--- config.mk ---
export PLATFORM = sky130hd
export DESIGN_NAME = sdisr_ctrl
export DESIGN_NICKNAME = d
export VERILOG_FILES = /design/src/verilog/sdisr_pkg.sv /design/src/verilog/sdisr_err_counter.sv /design/src/verilog/sdisr_smbus.sv /design/src/verilog/sdisr_ctrl.sv
export VERILOG_INCLUDE_DIRS = /design/src /design/src/verilog
export SDC_FILE = /design/constraint.sdc
export NUM_CORES = 1
export LEC_CHECK = 0
export ABC_AREA = 0
export ABC_CLOCK_PERIOD_IN_PS = 1900
export BUFFER_PORTS_ARGS = -buffer_cell sky130_fd_sc_hd__buf_2
export CORE_AREA = 4 4 100 102
export CTS_BUF_LIST = sky130_fd_sc_hd__clkbuf_4 sky130_fd_sc_hd__clkbuf_8 sky130_fd_sc_hd__clkbuf_16
export CTS_CLUSTER_DIAMETER = 50
export CTS_CLUSTER_SIZE = 16
export DETAILED_ROUTE_END_ITERATION = 7
export DIE_AREA = 0 0 104 106
export SLEW_MARGIN = 20
export SYNTH_ARGS = -nofsm -noshare
export SYNTH_HDL_FRONTEND = slang
export SYNTH_SLANG_ARGS = --single-unit
--- constraint.sdc ---
create_clock -name clk_sys_in -period 1.9 [get_ports clk_sys_in]
set_input_delay 0.19 -clock clk_sys_in [delete_from_list [all_inputs] [get_ports clk_sys_in]]
set_output_delay 0.19 -clock clk_sys_in [all_outputs]
set_load 0.01 [all_outputs]
--- src/verilog/sdisr_regs.svh ---
// register offsets, field positions, reset values and bus constants
// assumes inclusion by bare name from design files of the serializer control bank
`ifndef SDISR_REGS_SVH
`define SDISR_REGS_SVH
// ==========================================
// register offsets
`define SDISR_OFS_MODE 8'h21
`define SDISR_OFS_MODE_OVR 8'h22
`define SDISR_OFS_BYPASS 8'h24
`define SDISR_OFS_POWER 8'h26
`define SDISR_OFS_EVMASK 8'h27
`define SDISR_OFS_LOSFORCE 8'h28
`define SDISR_OFS_ERRCNT 8'h2b
// ==========================================
// field positions
`define SDISR_BIT_MODE_OVR 0
`define SDISR_BIT_BYPASS 7
`define SDISR_BIT_CHAN_RST 7
`define SDISR_BIT_LOS_LOW 1
`define SDISR_BIT_LOS_HIGH 0
`define SDISR_MODE_ASI 2'h3
// ==========================================
// reset values
`define SDISR_RST_MODE 2'h0
`define SDISR_RST_POWER 7'h3f
`define SDISR_RST_EVMASK 5'h00
`define SDISR_RST_LOSFORCE 2'h0
// ==========================================
// management bus
`define SDISR_SMB_ADDR 7'h2a
`endif

--- src/verilog/sdisr_pkg.sv ---
// types shared by the serializer control bank
// assumes the constants header is included where offsets are needed
package sdisr_pkg;
    // ==========================================
    // error event inputs, one-cycle pulses
    typedef struct packed {
        logic pll_err;
        logic fifo_over;
        logic fifo_under;
        logic clk_detect_err;
        logic clk_los;
        logic data_los;
    } sdisr_events_t;
    // ==========================================
    // register request from the management bus slave
    typedef struct packed {
        logic wr;
        logic [7:0] addr;
        logic [7:0] wdata;
    } sdisr_regreq_t;
    // ==========================================
    // management bus slave states
    typedef enum logic [3:0] {
        SDISR_IDLE, SDISR_DEV, SDISR_ACK_DEV, SDISR_REG, SDISR_ACK_REG,
        SDISR_WDATA, SDISR_ACK_WR, SDISR_RDATA, SDISR_ACK_RD
    } sdisr_smb_state_t;
endpackage

--- src/verilog/sdisr_err_counter.sv ---
// saturating error event counter
// assumes inc and clr are synchronous one-cycle pulses
`timescale 1ns/1ns
module sdisr_err_counter #(
    parameter int CNT_W = 8
) (
    input wire logic clk_sys_in,
    input wire logic nrst_in,
    input wire logic inc_in,
    input wire logic clr_in,
    output logic [CNT_W-1:0] count_out
);
    // ==========================================
    // parameter check
    if (CNT_W < 1) begin : g_bad_width
        $error("counter width must be at least one");
    end
    // ==========================================
    // count, a clear with a coincident event loads one so no event is lost
    always_ff @(posedge clk_sys_in or negedge nrst_in) begin
        if (!nrst_in) begin
            count_out <= '0;
        end else if (clr_in) begin
            count_out <= {{(CNT_W-1){1'b0}}, inc_in};
        end else if (inc_in && !(&count_out)) begin
            count_out <= count_out + 1'b1; // holds at all ones
        end
    end
endmodule

--- src/verilog/sdisr_smbus.sv ---
// management bus slave: device address, register pointer, data bytes
// assumes scl and sda are already synchronous to clk_sys_in
`timescale 1ns/1ns
`include "sdisr_regs.svh"
module sdisr_smbus #(
    parameter logic [6:0] DEV_ADDR = `SDISR_SMB_ADDR
) (
    input wire logic clk_sys_in,
    input wire logic nrst_in,
    input wire logic scl_in,
    input wire logic sda_in,
    input wire logic cs_in,
    input wire logic [7:0] rdata_in,
    output logic sda_out,
    output logic sda_oe_out,
    output sdisr_pkg::sdisr_regreq_t req_out
);
    sdisr_pkg::sdisr_smb_state_t state_q;
    logic scl_p_q, sda_p_q, rw_q;
    logic [3:0] cnt_q;
    logic [7:0] sh_q;
    logic scl_rise, scl_fall, start_seen, stop_seen;
    // ==========================================
    // bus conditions from the previous sample
    assign scl_rise = scl_in && !scl_p_q;
    assign scl_fall = !scl_in && scl_p_q;
    assign start_seen = scl_in && scl_p_q && sda_p_q && !sda_in;
    assign stop_seen = scl_in && scl_p_q && !sda_p_q && sda_in;
    // previous line levels
    always_ff @(posedge clk_sys_in or negedge nrst_in) begin
        if (!nrst_in) begin
            scl_p_q <= 1'b1;
            sda_p_q <= 1'b1;
            sda_out <= 1'b0;
        end else begin
            scl_p_q <= scl_in;
            sda_p_q <= sda_in;
            sda_out <= 1'b0; // open drain: only ever pulls low
        end
    end
    // ==========================================
    // byte sequencer; repeated start restarts from the address byte
    always_ff @(posedge clk_sys_in or negedge nrst_in) begin
        if (!nrst_in) begin
            state_q <= sdisr_pkg::SDISR_IDLE;
            cnt_q <= 4'h0;
            sh_q <= 8'h00;
            rw_q <= 1'b0;
            sda_oe_out <= 1'b0;
            req_out <= '0;
        end else begin
            req_out.wr <= 1'b0;
            if (!cs_in || stop_seen) begin
                state_q <= sdisr_pkg::SDISR_IDLE;
                sda_oe_out <= 1'b0;
            end else if (start_seen) begin
                state_q <= sdisr_pkg::SDISR_DEV;
                cnt_q <= 4'h0;
                sda_oe_out <= 1'b0;
            end else if (scl_rise) begin
                case (state_q)
                    sdisr_pkg::SDISR_DEV, sdisr_pkg::SDISR_REG,
                    sdisr_pkg::SDISR_WDATA: begin
                        sh_q <= {sh_q[6:0], sda_in};
                        cnt_q <= cnt_q + 4'h1;
                    end
                    sdisr_pkg::SDISR_ACK_RD: begin
                        rw_q <= !sda_in; // reuse: master acked, keep reading
                        if (!sda_in) begin
                            req_out.addr <= req_out.addr + 8'h01;
                        end
                    end
                    default: begin
                    end
                endcase
            end else if (scl_fall) begin
                case (state_q)
                    sdisr_pkg::SDISR_DEV: begin
                        if (cnt_q == 4'h8) begin
                            if (sh_q[7:1] == DEV_ADDR) begin
                                state_q <= sdisr_pkg::SDISR_ACK_DEV;
                                rw_q <= sh_q[0];
                                sda_oe_out <= 1'b1;
                            end else begin
                                state_q <= sdisr_pkg::SDISR_IDLE;
                            end
                        end
                    end
                    sdisr_pkg::SDISR_ACK_DEV, sdisr_pkg::SDISR_ACK_RD: begin
                        cnt_q <= 4'h0;
                        if (rw_q) begin
                            state_q <= sdisr_pkg::SDISR_RDATA;
                            sh_q <= rdata_in;
                            sda_oe_out <= !rdata_in[7];
                        end else begin
                            sda_oe_out <= 1'b0;
                            state_q <= (state_q == sdisr_pkg::SDISR_ACK_DEV) ?
                                sdisr_pkg::SDISR_REG : sdisr_pkg::SDISR_IDLE;
                        end
                    end
                    sdisr_pkg::SDISR_REG, sdisr_pkg::SDISR_WDATA: begin
                        if (cnt_q == 4'h8) begin
                            sda_oe_out <= 1'b1;
                            if (state_q == sdisr_pkg::SDISR_REG) begin
                                state_q <= sdisr_pkg::SDISR_ACK_REG;
                                req_out.addr <= sh_q;
                            end else begin
                                state_q <= sdisr_pkg::SDISR_ACK_WR;
                                req_out.wdata <= sh_q;
                                req_out.wr <= 1'b1;
                            end
                        end
                    end
                    sdisr_pkg::SDISR_ACK_REG: begin
                        state_q <= sdisr_pkg::SDISR_WDATA;
                        cnt_q <= 4'h0;
                        sda_oe_out <= 1'b0;
                    end
                    sdisr_pkg::SDISR_ACK_WR: begin
                        state_q <= sdisr_pkg::SDISR_WDATA;
                        cnt_q <= 4'h0;
                        sda_oe_out <= 1'b0;
                        req_out.addr <= req_out.addr + 8'h01; // auto increment
                    end
                    sdisr_pkg::SDISR_RDATA: begin
                        if (cnt_q == 4'h7) begin
                            state_q <= sdisr_pkg::SDISR_ACK_RD;
                            sda_oe_out <= 1'b0;
                        end else begin
                            sh_q <= {sh_q[6:0], 1'b0};
                            sda_oe_out <= !sh_q[6];
                            cnt_q <= cnt_q + 4'h1;
                        end
                    end
                    default: begin
                    end
                endcase
            end
        end
    end
endmodule

--- src/verilog/sdisr_ctrl.sv ---
// serializer control register bank behind the management bus
// assumes pins and event pulses are synchronous to clk_sys_in
`timescale 1ns/1ns
`include "sdisr_regs.svh"
// What this block does
// With the override bit set the operating mode comes from the mode register, else from the pin.
// A mode field of 11 selects the asynchronous serial mode, any other value selects SDI.
// Bypass bit 7 routes the link clock around the programmable delay when set.
// Power register bit 7 is a channel reset, cleared at reset, pulsed by software on mode change.
// Software sets and later clears the channel reset, which holds the channel until then.
// Power-down bits 6:0 disable serializer parts individually and reset to 0x3f.
// Software writes only bit 6 or all zeros to the power register to save power.
// An all-zero power register puts the device into standby.
// FIFO overflow, underflow and signal or clock losses are counted unless masked.
// Mask bit 4 stops PLL clock errors from being counted.
// Mask bit 3 stops FIFO errors from being counted.
// Mask bit 2 stops link clock detect errors from being counted.
// Mask bit 1 stops clock signal-loss errors from being counted.
// Mask bit 0 stops data signal-loss errors from being counted.
// With both force bits clear the loss indicator follows detection.
// Force bit 1 drives the loss indicator low.
// Force bit 0 drives the loss indicator high and wins over bit 1.
module sdisr_ctrl #(
    parameter logic [6:0] DEV_ADDR = `SDISR_SMB_ADDR,
    parameter int CNT_W = 8
) (
    input wire logic clk_sys_in,
    input wire logic nrst_in,
    input wire logic smb_scl_in,
    input wire logic smb_sda_in,
    input wire logic smb_cs_in,
    output logic smb_sda_out,
    output logic smb_sda_oe_out,
    input wire logic asi_pin_in,
    input wire logic los_detect_in,
    input wire sdisr_pkg::sdisr_events_t events_in,
    output logic asi_mode_out,
    output logic clk_delay_bypass_out,
    output logic channel_reset_out,
    output logic [6:0] power_down_out,
    output logic standby_out,
    output logic los_out,
    output logic [CNT_W-1:0] error_count_out
);
    // ==========================================
    // parameter check
    if (CNT_W < 1 || CNT_W > 8) begin : g_bad_cnt
        $error("error counter must fit one register byte");
    end

    sdisr_pkg::sdisr_regreq_t req;
    logic [7:0] rdata;
    logic [1:0] mode_q;
    logic mode_ovr_q;
    logic [4:0] clock_detect_error_mask_q; // full event mask, bit 2 is clock detect
    logic [1:0] los_force_q;
    logic [4:0] ev_raw, ev_hit;
    logic cnt_clr;

    // ==========================================
    // decode helpers
    function automatic logic hit(input sdisr_pkg::sdisr_regreq_t r, input logic [7:0] ofs);
        hit = r.wr && (r.addr == ofs);
    endfunction

    function automatic logic [7:0] read_reg(input logic [7:0] a);
        logic [7:0] v;
        v = 8'h00;
        case (a)
            `SDISR_OFS_MODE: v = {6'h00, {2{asi_mode_out}}};
            `SDISR_OFS_MODE_OVR: v = {7'h00, mode_ovr_q};
            `SDISR_OFS_BYPASS: v = {clk_delay_bypass_out, 7'h00};
            `SDISR_OFS_POWER: v = {channel_reset_out, power_down_out};
            `SDISR_OFS_EVMASK: v = {3'h0, clock_detect_error_mask_q};
            `SDISR_OFS_LOSFORCE: v = {6'h00, los_force_q};
            `SDISR_OFS_ERRCNT: v = 8'(error_count_out);
            default: v = 8'h00; // reserved and unmapped read zero
        endcase
        read_reg = v;
    endfunction

    // ==========================================
    // management bus slave
    sdisr_smbus #(
        .DEV_ADDR(DEV_ADDR)
    ) u_smbus (
        .clk_sys_in(clk_sys_in),
        .nrst_in(nrst_in),
        .scl_in(smb_scl_in),
        .sda_in(smb_sda_in),
        .cs_in(smb_cs_in),
        .rdata_in(rdata),
        .sda_out(smb_sda_out),
        .sda_oe_out(smb_sda_oe_out),
        .req_out(req)
    );

    // read data follows the live register pointer
    always_comb rdata = read_reg(req.addr);

    // ==========================================
    // mode registers
    always_ff @(posedge clk_sys_in or negedge nrst_in) begin
        if (!nrst_in) begin
            mode_q <= `SDISR_RST_MODE;
            mode_ovr_q <= 1'b0;
        end else begin
            if (hit(req, `SDISR_OFS_MODE)) begin
                mode_q <= req.wdata[1:0];
            end
            if (hit(req, `SDISR_OFS_MODE_OVR)) begin
                mode_ovr_q <= req.wdata[`SDISR_BIT_MODE_OVR];
            end
        end
    end

    // mode source and decode
    always_ff @(posedge clk_sys_in or negedge nrst_in) begin
        if (!nrst_in) begin
            asi_mode_out <= 1'b0;
        end else if (mode_ovr_q) begin
            asi_mode_out <= (mode_q == `SDISR_MODE_ASI);
        end else begin
            asi_mode_out <= asi_pin_in;
        end
    end

    // ==========================================
    // link clock delay bypass
    always_ff @(posedge clk_sys_in or negedge nrst_in) begin
        if (!nrst_in) begin
            clk_delay_bypass_out <= 1'b0;
        end else if (hit(req, `SDISR_OFS_BYPASS)) begin
            clk_delay_bypass_out <= req.wdata[`SDISR_BIT_BYPASS];
        end
    end

    // ==========================================
    // channel reset and power-down bits
    // the channel reset is a plain level so software alone decides the pulse length
    always_ff @(posedge clk_sys_in or negedge nrst_in) begin
        if (!nrst_in) begin
            channel_reset_out <= 1'b0;
            power_down_out <= `SDISR_RST_POWER;
        end else if (hit(req, `SDISR_OFS_POWER)) begin
            channel_reset_out <= req.wdata[`SDISR_BIT_CHAN_RST];
            power_down_out <= req.wdata[6:0];
        end
    end

    // standby when the whole power register is zero
    always_ff @(posedge clk_sys_in or negedge nrst_in) begin
        if (!nrst_in) begin
            standby_out <= 1'b0;
        end else begin
            standby_out <= !channel_reset_out && (power_down_out == 7'h00);
        end
    end

    // ==========================================
    // event mask and loss force registers
    always_ff @(posedge clk_sys_in or negedge nrst_in) begin
        if (!nrst_in) begin
            clock_detect_error_mask_q <= `SDISR_RST_EVMASK;
            los_force_q <= `SDISR_RST_LOSFORCE;
        end else begin
            if (hit(req, `SDISR_OFS_EVMASK)) begin
                clock_detect_error_mask_q <= req.wdata[4:0];
            end
            if (hit(req, `SDISR_OFS_LOSFORCE)) begin
                los_force_q <= req.wdata[1:0];
            end
        end
    end

    // event sources, one per mask bit; both fifo faults share one bit
    assign ev_raw = {events_in.pll_err,
                     events_in.fifo_over || events_in.fifo_under,
                     events_in.clk_detect_err,
                     events_in.clk_los,
                     events_in.data_los};

    // per-source masking
    for (genvar i = 0; i < 5; i++) begin : g_mask
        assign ev_hit[i] = ev_raw[i] && !clock_detect_error_mask_q[i];
    end

    // a write to the count register clears it; simultaneous events count one
    assign cnt_clr = hit(req, `SDISR_OFS_ERRCNT);

    // unmasked events counted, at most one per cycle
    sdisr_err_counter #(
        .CNT_W(CNT_W)
    ) u_count (
        .clk_sys_in(clk_sys_in),
        .nrst_in(nrst_in),
        .inc_in(|ev_hit),
        .clr_in(cnt_clr),
        .count_out(error_count_out)
    );

    // ==========================================
    // loss indicator with forcing, high force wins
    always_ff @(posedge clk_sys_in or negedge nrst_in) begin
        if (!nrst_in) begin
            los_out <= 1'b0;
        end else if (los_force_q[`SDISR_BIT_LOS_HIGH]) begin
            los_out <= 1'b1;
        end else if (los_force_q[`SDISR_BIT_LOS_LOW]) begin
            los_out <= 1'b0;
        end else begin
            los_out <= los_detect_in;
        end
    end
endmodule

# After elaboration in Yosys (flattened, before gate mapping)
# Index checks and enable logic that the tools add are counted.
[word_totals]
ff_bits = 67
in_bits = 13
out_inout_bits = 22
elab_cells = 185
[classes]
addsub = 3
eq_ne = 33
mux = 61
bitwise = 4
reduce_logical = 63
[ops]
columns = ["op", "n"]
rows = [
  ["$mux 8", 14],
  ["$mux 17", 4],
  ["$eq 8x6->1 const B", 7],
  ["$pmux 8 s7", 1],
  ["$mux 4", 13],
  ["$pmux 8 s2", 2],
  ["$logic_and 1x1->1", 21],
  ["$mux 1", 21],
  ["$reduce_and 7->1", 3],
  ["$eq 4x3->1 const B", 5],
  ["$pmux 4 s5", 1],
  ["$add 8x1->8 const B", 2],
  ["$ne 4x1->1 const B", 4],
  ["$reduce_and 8->1", 2],
  ["$logic_not 1->1", 14],
  ["$reduce_and 6->1", 2],
  ["$reduce_bool 3->1", 4],
  ["$reduce_bool 2->1", 5],
  ["$ne 3x1->1 const B", 3],
  ["$eq 4x2->1 const B", 2],
  ["$eq 4x4->1 const B", 2],
  ["$pmux 4 s2", 1],
  ["$eq 7x6->1 const B", 1],
  ["$logic_not 7->1", 1],
  ["other kinds (18)", 29],
]

# Logic depth before layout (Yosys ltp)
# Gate-level depths: netlist (run 1).
[depth]
ltp_word = 9
ltp_mapped = 8
ltp_nobuf = 7

# Modules after synthesis
# From an unflattened synthesis (run 1), not the netlist that was laid out.
[unflattened]
cells_unflattened = 397
area_unflattened_um2 = 4171.5
[modules_own_cells]
columns = ["mod", "instances", "cells_per_inst", "area_each_um2", "seq_area_each_um2"]
rows = [
  ["sdisr_smbus", 1, 242, 2493.6, 928.4],
  ["sdisr_ctrl", 1, 105, 1199.9, 558.0],
  ["sdisr_err_counter", 1, 50, 478.0, 200.2],
]

# Worst setup path after synthesis (run 1)
# Ideal clock, no wire load.
[synth_path]
path_type = "register to register"
startpoint = "register u_smbus.scl_p_q"
endpoint = "register u_smbus.req_out[8] (netlist name)"
arrival_ns = 1.843
required_time_ns = 1.775
slack_ns = -0.069
stages_incl_launch_ff = 7
synth_period_minus_slack_ns = 1.969
cell_sequence = "dfstp_2 ha_1 a211oi_2 o2111ai_2 a21o_1 buf_6 mux2_4"
[synth_via]
elab_chain_cells = 6
[synth_rtl]
columns = ["element", "line", "source"]
rows = [
  ["start, declared", "sdisr_smbus.sv:19", "logic scl_p_q, sda_p_q, rw_q;"],
  ["start signal, assigned", "sdisr_smbus.sv:36", "scl_p_q <= scl_in;"],
  ["$logic_and 1x1->1", "sdisr_smbus.sv:27, sdisr_smbus.sv:28", ""],
  ["$logic_and 1x1->1 (2 in series)", "sdisr_smbus.sv:28", "assign stop_seen = scl_in && scl_p_q && !sda_p_q && sda_in;"],
  ["$logic_or 1x1->1", "sdisr_smbus.sv:53", "if (!cs_in || stop_seen) begin"],
  ["$not 1->1 (no source line)", "n/a", ""],
  ["$reduce_and 8->1 (no source line)", "n/a", ""],
  ["end, declared", "sdisr_smbus.sv:16", "output sdisr_pkg::sdisr_regreq_t req_out"],
]
# Several ways; a longest one is shown, not always the timed one.
# A chain may end at the register's enable or synchronous reset.

# Worst setup path after layout (run 1)
# Same ends and word-level chain as after synthesis.

==> reports/results.txt, run 1 <==
Clk buf depth: 2
Register area share after synthesis: 42.24%
Max IR drop VDD: 0.0003026 V
Initial antenna violation count: 0
R2r endpoint: u_smbus.req_out[8]
Overall power: 3.784 mW
PD cells: 746.7 nW/um2
Worst path slowest cell: dfstp_2
Layout Nets: 525
DRT antenna net count: 0
Total GRT Usage: 19.50%
Reg2reg path depth: 5
CP peak stage delay: 0.55 ns
Area of the multi-input gates: 2258 um2
DP HPWL: 7.597 mm
Initial Utilization: 43.83%
Fill count: 840
Synthesized Nets: 431
Async SR Flop Fraction: 100.0%
Final Cycle Share: 98.42%
Clock sinks: 67
P_leak: 2.347 nW
H-Tree Depth: 3
First-pass GRT wire length: 17.32 mm
FF-to-FF setup slack: 0.03 ns
Critical Path AT: 2.11 ns
WS Path Type: register to register
Final core occ: 55.63%
Register area: 1690 um2
GRT overflow: 0
DRC Markers: 0
I/O pins: 35
Critical Path Start: u_smbus.scl_p_q
Critical path fanouts, max: 6
Die ar.: 11020 um2
Seq cells post-synth: 67
Antenna cells: 0
Via density: 5.735
Hold Violations, Final: 0
Endpoints failing setup: 0
Synth Area per Inst: 9.786 um2
CTS tree: yes
Initial drt markers: 176
Final Worst Setup Slack: 0.03003 ns
Hold Slack: 0.02915 ns
Clk pin slew, worst setup/hold paths: 0.08 ns
Clk root buf: clkbuf_8
Worst slack, placed: -0.04776 ns
Post-layout min period: 1.870 ns
DR WL/cell: 16.94 um
Tightest Hold Check Type: input port to register
Die W: 104 um
Port Buffers: 33
Routed via count: 3544
Layout cell share with drive strength beyond 1: 38.26%
Core Area: 9109 um2
First-pass DRT Iterations: 5
Die height: 106 um
Crit end category: register
Synth Flop Type: dfrtp_1
Slew Viols, Final: 0
Cell variety after synth: 67
Req. time, crit path: 2.14 ns
Largest net degree at the start of global routing: 68
Post-synth top area share: 36.98%
Cell Rows: 35
Latest clock arrival within the worst-skew pair: 0.36 ns
Top cells by area, synth: dfrtp_1 37%, mux2_2 10%, dfstp_2 5.3%
Origin of the critical flop-to-flop path: u_smbus.scl_p_q
Num CTS Buffers: 9
CP cell instances: ha_1 > a211oi_2 > o2111ai_2 > a21o_4 > mux2_4
Drt total wl: 10.47 mm
Biggest area consumer among synthesized cells: dfrtp_1
Vias in the first global route: 3364
EDFF count, synth: 0
Area Growth Syn to Fin: 26.92%
Netlist Area Pre-Place: 3993 um2
Gate Count Post-Synth: 408
Worst hold path depth: 2
Startpoint Class: register
Max cap viols: 0
Fmax: 534.8 MHz
Setup Skew: 0.01381 ns
Crit path capture: u_smbus.req_out[8]
Gp weighted congestion: 0.8584
Status: finished, final reports clean
RSZ-0062 raised after global routing: yes
Synth Warn #: 0
## flip-flops by register name (all words and copies together), names as in the netlist, 2 cells and up
name / count
clock_detect_error_mask_q: 5
u_smbus.cnt_q: 4
u_smbus.state_q: 4
u_smbus.sh_q: 8
u_smbus.req_out: 17
los_force_q: 2
mode_q: 2
u_count.count_out: 8
power_down_out: 7
## metrics by stage
stage	instances	cell area, um2	TNS [ns]
after floorplan	408	3993	-0.3047
after global routing	618	5067	-0.1426
after global placement	593	4677	-0.03742
after CTS	613	4945	0
after detailed placement	593	4677	-0.2259
final	618	5067	0
## cell type report
class / count / area share (%)
clock inverter: 4 / 0.6173
tap: 111 / 2.741
multi-input combinational: 308 / 44.57
inverter: 14 / 1.037
clock buffer: 12 / 3.259
sequential: 67 / 33.36
timing repair buffer: 102 / 14.42
## worst max-delay path, delay by kind of cell (launching register included)
family | cells | cell delay [ns]
compound gates | 3 | 0.68
mux | 1 | 0.30
flops | 1 | 0.55
fa+ha+maj | 1 | 0.23
## report_power, final
group	leakage, nW	total, mW	switching [mW]	internal, mW
combinational	1.37	0.948	0.514	0.434
sequential	0.870	1.64	0.105	1.54
clock	0.103	1.19	0.603	0.591
## routing by layer
metal / share of wire (%) / GRT usage [%] / wire [um]
met3: 4.8 / 2.975 / 503
met5: 0 / 0 / 0
met2: 47 / 30.50 / 4906
met1: 47 / 27.44 / 4875
met4: 1.8 / 7.312 / 185
## worst min path at each step
stage / slack [ns] / to / startpoint
finish: 0.03 / los_out / los_detect_in
global route: 0.04 / los_out / los_detect_in
global placement: 0.24 / u_count.count_out[4] / nrst_in
floorplan: -0.11 / asi_mode_out / nrst_in
CTS: 0.02 / los_out / los_detect_in
detailed placement: 0.24 / u_count.count_out[4] / nrst_in
## cells by family (layout without fill, tap and decap cells)
logic type	after synthesis	count (layout)	synth area share, %
compound gates	120	120	20.18
simple gates	134	134	18.74
fa+ha+maj	10	10	3.134
xor+xnor	4	4	0.8776
mux	39	39	11.03
flops	67	67	42.24
buf+inv	33	132	3.698
other cells	1	1	0.09392
## synth_stat cells (3+ instances only)
| library cell | instances |
|---|---|
| a2bb2oi_1 | 3 |
| nor2_1 | 16 |
| nand3b_1 | 6 |
| a31oi_1 | 6 |
| nor2b_1 | 7 |
| inv_1 | 14 |
| and3_1 | 5 |
| buf_2 | 4 |
| o211ai_1 | 4 |
| dfstp_2 | 8 |
| clkbuf_1 | 12 |
| a22o_1 | 7 |
| nand2_1 | 33 |
| ha_1 | 10 |
| a32oi_1 | 4 |
| o21ai_0 | 24 |
| and4_1 | 3 |
| nand4_1 | 4 |
| mux2_2 | 36 |
| nor3_1 | 5 |
| o31ai_1 | 4 |
| or4_1 | 5 |
| a21oi_1 | 31 |
| or2_2 | 3 |
| xor2_1 | 3 |
| dfrtp_1 | 59 |
| o22a_1 | 7 |
| nand3_1 | 20 |
| or3_1 | 4 |
| nand2b_1 | 7 |
| a21o_1 | 5 |
| a211oi_1 | 6 |
## placed cells by master, fill, tap and decap left out, types with 3 or more instances in the layout
| cell type | n |
|---|---|
| o21ai_0 | 24 |
| and4_1 | 3 |
| and3_1 | 5 |
| a21o_1 | 4 |
| a31oi_1 | 6 |
| nand3b_1 | 6 |
| a211oi_1 | 6 |
| ha_2 | 4 |
| nor2b_1 | 7 |
| o211ai_1 | 4 |
| nor2_1 | 16 |
| a21oi_1 | 29 |
| nor3_1 | 4 |
| buf_4 | 60 |
| ha_1 | 6 |
| dfrtp_1 | 56 |
| clkbuf_8 | 12 |
| dfrtp_2 | 3 |
| o22a_1 | 7 |
| o31ai_1 | 4 |
| nand2b_1 | 7 |
| or4_1 | 5 |
| dlygate4sd3_1 | 3 |
| dfstp_2 | 8 |
| a32oi_1 | 3 |
| mux2_2 | 35 |
| nand4_1 | 4 |
| buf_6 | 4 |
| xor2_1 | 3 |
| inv_1 | 13 |
| or3_1 | 3 |
| nand3_1 | 18 |
| buf_2 | 33 |
| nand2_1 | 33 |
| a22o_1 | 7 |
## repair_timing
| item | 4_1_cts | 5_1_grt |
|---|---|---|
| pin swaps | 2 | 5 |
| hold buffers | 3 | 0 |
| hold endpoints to repair | 61 | 0 |
| resized for setup | 10 | 21 |
| setup endpoints to repair | 24 | 37 |
| setup buffers | 1 | 5 |
(Power assumes the default switching activity.)
==> run 2: changes to the inputs <==
- HOLD_SLACK_MARGIN: not set -> 0.06
==> run 2 against run 1 <==
Net effect: global-route usage is essentially flat; combinational power grew 0.5%; clock skew shrank 0.00057 ns; count of clock-buffer cells in the layout is the same; core utilization grew 0.22 points; die area is the same; sequential cell count is the same; critical endpoint unchanged; maximum frequency shrank 0.60%.
==> reports/results.txt, run 2 (synthesized netlist as in run 1, its figures left out) <==
Status: finished, final reports clean (unchanged)
Most frequent cells in the layout: 60 x buf_4, 56 x dfrtp_1, 35 x mux2_2 (unchanged)
H-Tree Depth: 3 (unchanged)
Die W: 104 um (unchanged)
Worst path slowest cell: dfstp_2 (unchanged)
PD cells: 744.0 nW/um2 (was 746.7 nW/um2)
Crit end category: register (unchanged)
Reg with most FFs: u_smbus.req_out (unchanged)
Slew Viols, Final: 0 (unchanged)
CP peak stage delay: 0.55 ns (about the same)
P_leak: 2.356 nW (was 2.347 nW)
Largest regs: u_smbus.req_out x17, u_count.count_out x8, u_smbus.sh_q x8 (unchanged)
Initial drt markers: 196 (was 176)
Antenna cells: 0 (unchanged)
Final core occ: 55.85% (was 55.63%)
Num CTS Buffers: 9 (unchanged)
Clk root buf: clkbuf_8 (unchanged)
Final TNS setup: 0 ns (unchanged)
FF-to-FF setup slack: 0.02 ns (was 0.03 ns)
Worst path bufs/invs: 0 (unchanged)
Cell Rows: 35 (unchanged)
Post-layout min period: 1.881 ns (was 1.870 ns)
Final Cell Area: 5087 um2 (was 5067 um2)
Fmax: 531.6 MHz (was 534.8 MHz)
CTS tree: yes (unchanged)
Total GRT Usage: 19.54% (was 19.50%)
Largest net degree at the start of global routing: 68 (unchanged)
Clk pin slew, worst setup/hold paths: 0.07 ns (was 0.08 ns)
GRT overflow: 0 (unchanged)
Reg2reg path depth: 5 (unchanged)
Initial Utilization: 43.83% (unchanged)
WS Path Type: register to register (unchanged)
Final Cycle Share: 99.01% (was 98.42%)
Area of the multi-input gates: 2258 um2 (unchanged)
Startpoint Class: register (unchanged)
Clk buf depth: 2 (unchanged)
First-pass GRT wire length: 17.35 mm (was 17.32 mm)
CP top delay family: compound AO/OA/AOI/OAI gates (unchanged)
Layout Nets: 527 (was 525)
Via density: 5.698 (was 5.735)
Max reg flops: 17 (unchanged)
CP cell instances: ha_1 > a211oi_2 > o2111ai_2 > a21o_4 > mux2_4 (unchanged)
Hold Violations, Final: 0 (unchanged)
Port Buffers: 33 (unchanged)
Post-DP Area: 4677 um2 (unchanged)
First-pass DRT Iterations: 4 (was 5)
Worst hold start: smb_cs_in (was los_detect_in)
Hold Crit Endpoint: u_smbus.state_q[0] (was los_out)
DRT antenna net count: 0 (unchanged)
R2r endpoint: u_smbus.req_out[8] (unchanged)
I/O pins: 35 (unchanged)
Commonest non-fill, non-tap cell in the layout: buf_4 (unchanged)
Vias in the first global route: 3378 (was 3364)
Max cap viols: 0 (unchanged)
Initial antenna violation count: 0 (unchanged)
Layout cell share with drive strength beyond 1: 38.11% (was 38.26%)
Worst hold path depth: 3 (was 2)
Core Area: 9109 um2 (unchanged)
Latest clock arrival within the worst-skew pair: 0.36 ns (about the same)
Gp weighted congestion: 0.8584 (unchanged)
Critical Path AT: 2.12 ns (was 2.11 ns)
DP HPWL: 7.597 mm (unchanged)
Max IR drop VDD: 0.0003038 V (was 0.0003026 V)
Tightest Hold Check Type: input port to register (unchanged)
Origin of the critical flop-to-flop path: u_smbus.scl_p_q (unchanged)
Die height: 106 um (unchanged)
Req. time, crit path: 2.14 ns (about the same)
Critical path fanouts, max: 6 (unchanged)
Clock sinks: 67 (unchanged)
Setup Skew: 0.01324 ns (was 0.01381 ns)
DRC Markers: 0 (unchanged)
Area Growth Syn to Fin: 27.42% (was 26.92%)
Register area: 1690 um2 (unchanged)
RSZ-0062 raised after global routing: yes (unchanged)
Die ar.: 11020 um2 (unchanged)
DR WL/cell: 16.89 um (was 16.94 um)
Fill count: 839 (was 840)
Drt total wl: 10.47 mm (about the same)
Endpoints failing setup: 0 (unchanged)
Routed via count: 3533 (was 3544)
-- run 2: routing by layer --
layer | track usage (%) | share of wire (%) | vias up
met3 | 2.975 | 4.5 | 13
li1 | - | - | 1721
met2 | 30.59 | 47 | 74
met1 | 27.47 | 47 | 1725
met5 | 0 | 0 | -
met4 | 7.312 | 1.7 | 0
-- run 2: worst max path at each step --
stage | endpoint | cells past startpoint | from | slack (ns)
floorplan | u_smbus.sh_q[0] | 6 | u_smbus.scl_p_q | -0.04
global placement | u_smbus.cnt_q[2] | 6 | u_smbus.scl_p_q | -0.02
CTS | u_smbus.req_out[11] | 6 | u_smbus.scl_p_q | 0.008
detailed placement | u_smbus.req_out[12] | 7 | u_smbus.scl_p_q | -0.05
global route | u_smbus.state_q[1] | 7 | u_smbus.state_q[3] | -0.08
finish | u_smbus.req_out[8] | 5 | u_smbus.scl_p_q | 0.02
-- run 2: stage by stage --
step / worst slack (ns) / total power [mW] / hold WS [ns] / std cells
after floorplan: -0.03605 / 2.123 / -0.1056 / 408
after global placement: -0.02110 / 2.545 / 0.2376 / 593
after detailed placement: -0.04776 / 2.564 / 0.2444 / 593
after CTS: 0.007741 / 3.787 / 0.2448 / 615
after global routing: -0.07999 / 4.006 / 0.2704 / 620
final: 0.01879 / 3.785 / 0.2597 / 620
-- run 2: area by class of cell --
cell class	instances	share of cell area [%]
tap	111	2.730
clock buffer	12	3.246
clock inverter	4	0.6149
sequential	67	33.23
multi-input combinational	308	44.39
inverter	14	1.033
timing repair buffer	104	14.76
-- run 2: timing repair --
item                       in CTS  in global routing
setup endpoints to repair      24                 37
buffers inserted                1                  5
hold buffers                    5                  0
pin swaps                       2                  5
hold endpoints to repair       63                  0
gates resized for setup        10                 21
-- run 2: worst reg2reg max path: cells and delay by family, from the launching register on --
| kind | cells | cell delay (ns) |
|---|---|---|
| compound gates | 3 | 0.70 |
| flops | 1 | 0.55 |
| mux | 1 | 0.30 |
| fa+ha+maj | 1 | 0.24 |
-- run 2: power breakdown --
group,switching (mW),internal [mW]
Combinational,0.516,0.437
Clock,0.600,0.591
Sequential,0.105,1.54
